<file path="src/logic/upc_defines.svh">
`ifndef UPC_DEFINES_SVH
`define UPC_DEFINES_SVH

// configuration dword offsets
`define UPC_OFS_PORT3 8'hA8
`define UPC_OFS_PORT4 8'hAC
`define UPC_OFS_CAP 8'hE0

// width of the stored part of each register
`define UPC_TUNE_W 24
`define UPC_CAP_W 24

// tuning register reset image: disc 10b, squelch 10b, cal 100b, fs 01b, ls 01b
`define UPC_TUNE_RST 24'h14_9400

// capability dword reset image: id 10h, next 00h, version 1h, type 1h
`define UPC_CAP_RST 24'h11_0010

// capability dword field positions
`define UPC_CAPID_LSB 0
`define UPC_NEXT_LSB 8
`define UPC_VER_LSB 16
`define UPC_TYPE_LSB 20
`define UPC_SLOT_BIT 24
`define UPC_MSGNUM_LSB 25

`endif

</file>
<file path="src/logic/upc_pkg.sv">
package upc_pkg;

  // which register an offset lands on
  typedef enum logic [1:0] {
    UPC_SEL_NONE,
    UPC_SEL_PORT3,
    UPC_SEL_PORT4,
    UPC_SEL_CAP
  } upc_sel_t;

  // whole state of the register bank
  typedef struct packed {
    logic [23:0] port3;
    logic [23:0] port4;
    logic [23:0] cap;
    logic ack;
    logic [31:0] rdata;
    logic pristine;
  } upc_state_t;

endpackage : upc_pkg

</file>
<file path="src/logic/upc_regs.sv">
`timescale 1ns/1ps
`include "upc_defines.svh"

// Behaviour
// [RULE1] tuning strength, amplitude, slope reset to zero
// [RULE2] disconnect and squelch references reset to 10b
// [RULE3] calibration reference resets to 100b
// [RULE4] fs and ls edge rates reset 01b
// [RULE5] pll current and pre-emphasis reset 00b
// [RULE6] host sees read-only; sideband or eeprom loads
// [RULE7] port3 at A8h, port4 at ACh, same layout
// [RULE8] E0h byte zero reads capability id 10h
// [RULE9] next pointer reads 00h, list ends
// [RULE10] capability version reads 0001b
// [RULE11] device/port type resets to 1h
// [RULE12] slot implemented bit tied zero
// [RULE13] interrupt message number tied zero
// [RULE14] host writes complete but change nothing
// [RULE15] unused upper bits always read zero
module upc_regs (
  // clock and reset
  input wire logic i_clk,
  input wire logic i_arst_n,
  // host configuration access
  input wire logic i_cfg_req,
  input wire logic i_cfg_wr,
  input wire logic [7:0] i_cfg_addr,
  input wire logic [31:0] i_cfg_wdata,
  output logic o_cfg_ack,
  output logic [31:0] o_cfg_rdata,
  // sideband default loading (smbus slave or eeprom loader)
  input wire logic i_sb_wr,
  input wire logic [7:0] i_sb_addr,
  input wire logic [31:0] i_sb_wdata,
  // tuning values towards the phys of ports 3 and 4
  output logic [23:0] o_port3_tuning,
  output logic [23:0] o_port4_tuning
);

  upc_pkg::upc_state_t st_q;
  upc_pkg::upc_state_t st_d;

  // one decoder shared by the host and sideband paths
  function automatic upc_pkg::upc_sel_t upc_sel(input logic [7:0] addr);
    upc_pkg::upc_sel_t s;
    s = upc_pkg::UPC_SEL_NONE;
    case (addr)
      `UPC_OFS_PORT3: s = upc_pkg::UPC_SEL_PORT3; // [RULE7]
      `UPC_OFS_PORT4: s = upc_pkg::UPC_SEL_PORT4; // [RULE7]
      `UPC_OFS_CAP: s = upc_pkg::UPC_SEL_CAP;
      default: s = upc_pkg::UPC_SEL_NONE;
    endcase
    return s;
  endfunction : upc_sel

  // read image; unused upper bits and unmapped offsets give zero
  function automatic logic [31:0] upc_read(input upc_pkg::upc_state_t st,
                                           input logic [7:0] addr);
    logic [31:0] r;
    r = 32'h0000_0000;
    case (upc_sel(addr))
      upc_pkg::UPC_SEL_PORT3: r = {8'h00, st.port3}; // [RULE15]
      upc_pkg::UPC_SEL_PORT4: r = {8'h00, st.port4}; // [RULE7]
      // slot bit, message number and reserved bits stay zero
      upc_pkg::UPC_SEL_CAP: r = {8'h00, st.cap}; // [RULE12] [RULE13]
      default: r = 32'h0000_0000;
    endcase
    return r;
  endfunction : upc_read

  // next state: sideband loads defaults, host only reads
  always_comb begin
    st_d = st_q;
    st_d.ack = 1'b0;
    // only the sideband path may replace stored values
    if (i_sb_wr) begin // [RULE6]
      st_d.pristine = 1'b0;
      case (upc_sel(i_sb_addr))
        upc_pkg::UPC_SEL_PORT3: st_d.port3 = i_sb_wdata[23:0];
        upc_pkg::UPC_SEL_PORT4: st_d.port4 = i_sb_wdata[23:0];
        upc_pkg::UPC_SEL_CAP: st_d.cap = i_sb_wdata[23:0];
        default: st_d.pristine = st_q.pristine;
      endcase
    end
    // host access: always acknowledged next cycle
    if (i_cfg_req) begin
      st_d.ack = 1'b1;
      // writes are swallowed so the host cannot disturb tuning
      if (!i_cfg_wr) begin // [RULE14]
        st_d.rdata = upc_read(st_q, i_cfg_addr);
      end
    end
  end

  // state register with the power-on images
  always_ff @(posedge i_clk or negedge i_arst_n) begin
    if (!i_arst_n) begin
      st_q.port3 <= `UPC_TUNE_RST; // [RULE1] [RULE2] [RULE3] [RULE4] [RULE5]
      st_q.port4 <= `UPC_TUNE_RST;
      st_q.cap <= `UPC_CAP_RST; // [RULE8] [RULE9] [RULE10] [RULE11]
      st_q.ack <= 1'b0;
      st_q.rdata <= 32'h0000_0000;
      st_q.pristine <= 1'b1;
    end else begin
      st_q <= st_d;
    end
  end

  // outputs straight from flops
  assign o_cfg_ack = st_q.ack;
  assign o_cfg_rdata = st_q.rdata;
  assign o_port3_tuning = st_q.port3;
  assign o_port4_tuning = st_q.port4;
endmodule : upc_regs

</file>
<file path="config.mk">
export PLATFORM = sky130hd
export DESIGN_NAME = upc_regs
export DESIGN_NICKNAME = d
export VERILOG_FILES = /design/src/logic/upc_pkg.sv /design/src/logic/upc_regs.sv
export VERILOG_INCLUDE_DIRS = /design/src /design/src/logic
export SDC_FILE = /design/constraint.sdc
export NUM_CORES = 1
export LEC_CHECK = 0
export ABC_AREA = 1
export BUFFER_PORTS_ARGS = -buffer_cell sky130_fd_sc_hd__buf_2
export CORE_MARGIN = 5
export CORE_UTILIZATION = 26
export CTS_CLUSTER_SIZE = 40
export DETAILED_ROUTE_END_ITERATION = 8
export GPL_TIMING_DRIVEN = 0
export SYNTH_ARGS = -nofsm -noshare
export SYNTH_HDL_FRONTEND = slang
export SYNTH_SLANG_ARGS = --single-unit
</file>
<file path="constraint.sdc">
create_clock -name i_clk -period 1.9 [get_ports i_clk]
set_clock_uncertainty 0.2 [all_clocks]
set_input_delay 0.285 -clock i_clk [delete_from_list [all_inputs] [get_ports i_clk]]
set_output_delay 0.285 -clock i_clk [all_outputs]
set_load 0.005 [all_outputs]
</file>
==> run summary <==
Status: finished clean
First-pass GRT wire length: 22300 um
Share of the synthesized area in the top cell type: 41.8%
Area added between synthesis and finish: 26.3%
Total Wirelength: 14500 um
# setup viols final: 0
Largest fanout on the critical path: 3
Power Density: 710 nW/um^2
Num rows: 50
IO buf count: 117
Critical Path Start Type: register
All-Layer GR Usage: 12.8%
CORE AREA: 18900 um^2
Detailed Place HPWL: 10600 um
Post-placement cell area: 6000 um^2
Overflow after GRT: 0
Yosys reg bits: 97
Critical Setup Path Class: register to output port
Worst hold start: i_sb_wdata[18]
Cell taking the most area after synthesis: dfrtp_1
Starting Density: 26.6%
Setup repair bufs after CTS: 0
Routability cong.: 0.777
Longest Clk Path Bufs: 2
Worst-Skew Late Latency: 0.35 ns
Peak supply drop: 0.336 mV
Fin nets: 807
Worst hold path stage count: 3
Worst r2r dst: o_cfg_rdata[12]
Initial antenna violation count: 0
Drt via density: 4.21
CTS tree: done
Vias: 4157
Synth top area cells: dfrtp_1 42%, buf_4 13%, nand2_1 11%
Worst slew pin tran: 0.708 ns
CTS H-tree lvls: 3
Leak: 3.45 nW
Largest net degree at the start of global routing: 51
Drt pass-1 iters: 4
Cells after synthesis: 581
Crit path DAT: 1.10 ns
Diode count: 0
R2R setup slack: 0.75 ns
Layout fillers: 2050
CP max stage cell: dfstp_2
Die height: 149 um
Max Transition Viols Final: 0
Clock transition at path regs: 0.07 ns
Final Hold Fails: 0
Boundary Pins: 166
# clock sinks: 97
Max transition margin: 52.8%
Fin crit period: 1.58 ns
RSZ-0062 raised after global routing: no
Crit Reg-Reg Startpoint: o_port4_tuning[12]
Cell variety after synth: 24
TritonCTS buffer count: 9
Sequential cell area: 2440 um^2
Sequential element share of the synthesized area: 48.6%
DRC: 0
Ys Warns: 0
CP Capture Type: output port
Hold Path Sink: o_port4_tuning[18]
Netlist Area Pre-Place: 5030 um^2
Avg WL per Cell: 14.7 um
Max Cap Viol: 0
Area of the multi-input gates: 1630 um^2
Crit-path cells: buf_4 > buf_2
Vias in the first global route: 4107
Commonest non-fill, non-tap cell in the layout: nand2_1
Fin util: 33.6%
Fin area: 6350 um^2
Chip width: 149 um
Commonest non-fill, non-tap cells in the layout: 149 x nand2_1, 122 x buf_2, 96 x nand3_1
Routed Antenna Nets: 0
CP Data Required Time: 1.41 ns
Ratio of cells with drive above 1 in the final layout: 39.1%
Die area: 22200 um^2
Syn Area/Cell: 8.66 um^2
Tcrit/Tclk final: 83.2%
Initial drt markers: 241
Fmax: 0.633 GHz
Reg2Reg Depth: 4
Root Driver: clkbuf_16
HP Class: input pin to register
CP max stage delay: 0.55 ns
==> timing repair <==
action                    in CTS  in global routing
hold buffers                   5                  0
hold endpoints to repair      50                  0
gates resized for setup        0                  0
==> layer usage <==
layer	share of wire [%]	GRT usage (%)	wire length (um)
met5	0	0	0
met4	1.3	4.12	191
met3	4.6	1.55	670
met2	49	21.2	7110
met1	45	17.6	6570
==> cell usage after synthesis <==
master	count
clkbuf_1	6
o21ai_0	12
inv_1	32
conb_1	1
nor3_2	2
dfrtp_1	84
nand4_2	1
buf_6	12
clkbuf_4	1
nand3b_1	1
buf_2	6
inv_2	4
nand4_1	1
nor2_2	3
nor2_4	4
dfstp_2	13
nand2_2	3
o21ai_2	12
buf_4	87
nand3_1	96
nand2_1	149
o21ai_1	48
nand3_2	2
nor2_1	1
==> metrics by stage <==
step	hold WS [ns]	cells	setup TNS [ns]	total power, mW	worst slack [ns]
3_5_place_dp	0.149	966	0	2.69	0.124
6_report	0.00436	987	0	4.51	0.319
4_1_cts	0.00311	987	0	4.55	0.300
5_1_grt	0.0220	987	0	4.67	0.277
2_1_floorplan	-0.211	588	0	2.47	0.575
3_3_place_gp	0.208	965	-60.60	2.67	-0.702
==> worst max-delay path: cells and delay by family, from the launching register on <==
family	cells	cell delay, ns
flip-flops	1	0.55
buffers and inverters	2	0.21
==> sequential cells by signal, summed over array words and instances (netlist names) <==
signal / count
o_port3_tuning: 24
o_port4_tuning: 24
o_cfg_ack: 1
st_q: 24
o_cfg_rdata: 24
==> how the worst max path moves through the flow <==
| stage | endpoint | cells after the start | slack (ns) | start |
|---|---|---|---|---|
| floorplan | o_port4_tuning[17] | 8 | 0.57 | i_sb_addr[4] |
| CTS | o_port3_tuning[15] | 2 | 0.30 | o_port3_tuning[15] |
| detailed placement | o_cfg_rdata[21] | 7 | 0.12 | i_cfg_req |
| global route | o_port3_tuning[15] | 2 | 0.28 | o_port3_tuning[15] |
| finish | o_port3_tuning[15] | 2 | 0.32 | o_port3_tuning[15] |
| global placement | o_cfg_rdata[22] | 1 | -0.70 | i_arst_n |
==> cell type report <==
class | instances | area share [%]
Sequential cell | 97 | 38.5
Buffer | 112 | 13.4
Clock inverter | 7 | 1.22
Clock buffer | 9 | 3.55
Inverter | 36 | 2.13
Tap cell | 260 | 5.12
Timing Repair Buffer | 123 | 10.5
Multi-Input combinational cell | 343 | 25.6
==> logic make-up (layout without fill, tap and decap cells) <==
kind of cell / Yosys count / count (layout) / synth area share (%)
AO/OA/AOI/OAI: 72 / 72 / 8.06
AND/OR/NAND/NOR: 263 / 263 / 23.7
flip-flops: 97 / 97 / 48.6
other: 1 / 8 / 0.0746
buffers and inverters: 148 / 287 / 19.6
==> power breakdown <==
part / internal, mW / switching (mW) / total, mW
Clock: 1.03 / 0.825 / 1.86
Sequential: 2.15 / 0.0575 / 2.21
Combinational: 0.207 / 0.235 / 0.442
Total: 3.39 / 1.12 / 4.51
Power figures use the tool's default switching activity.
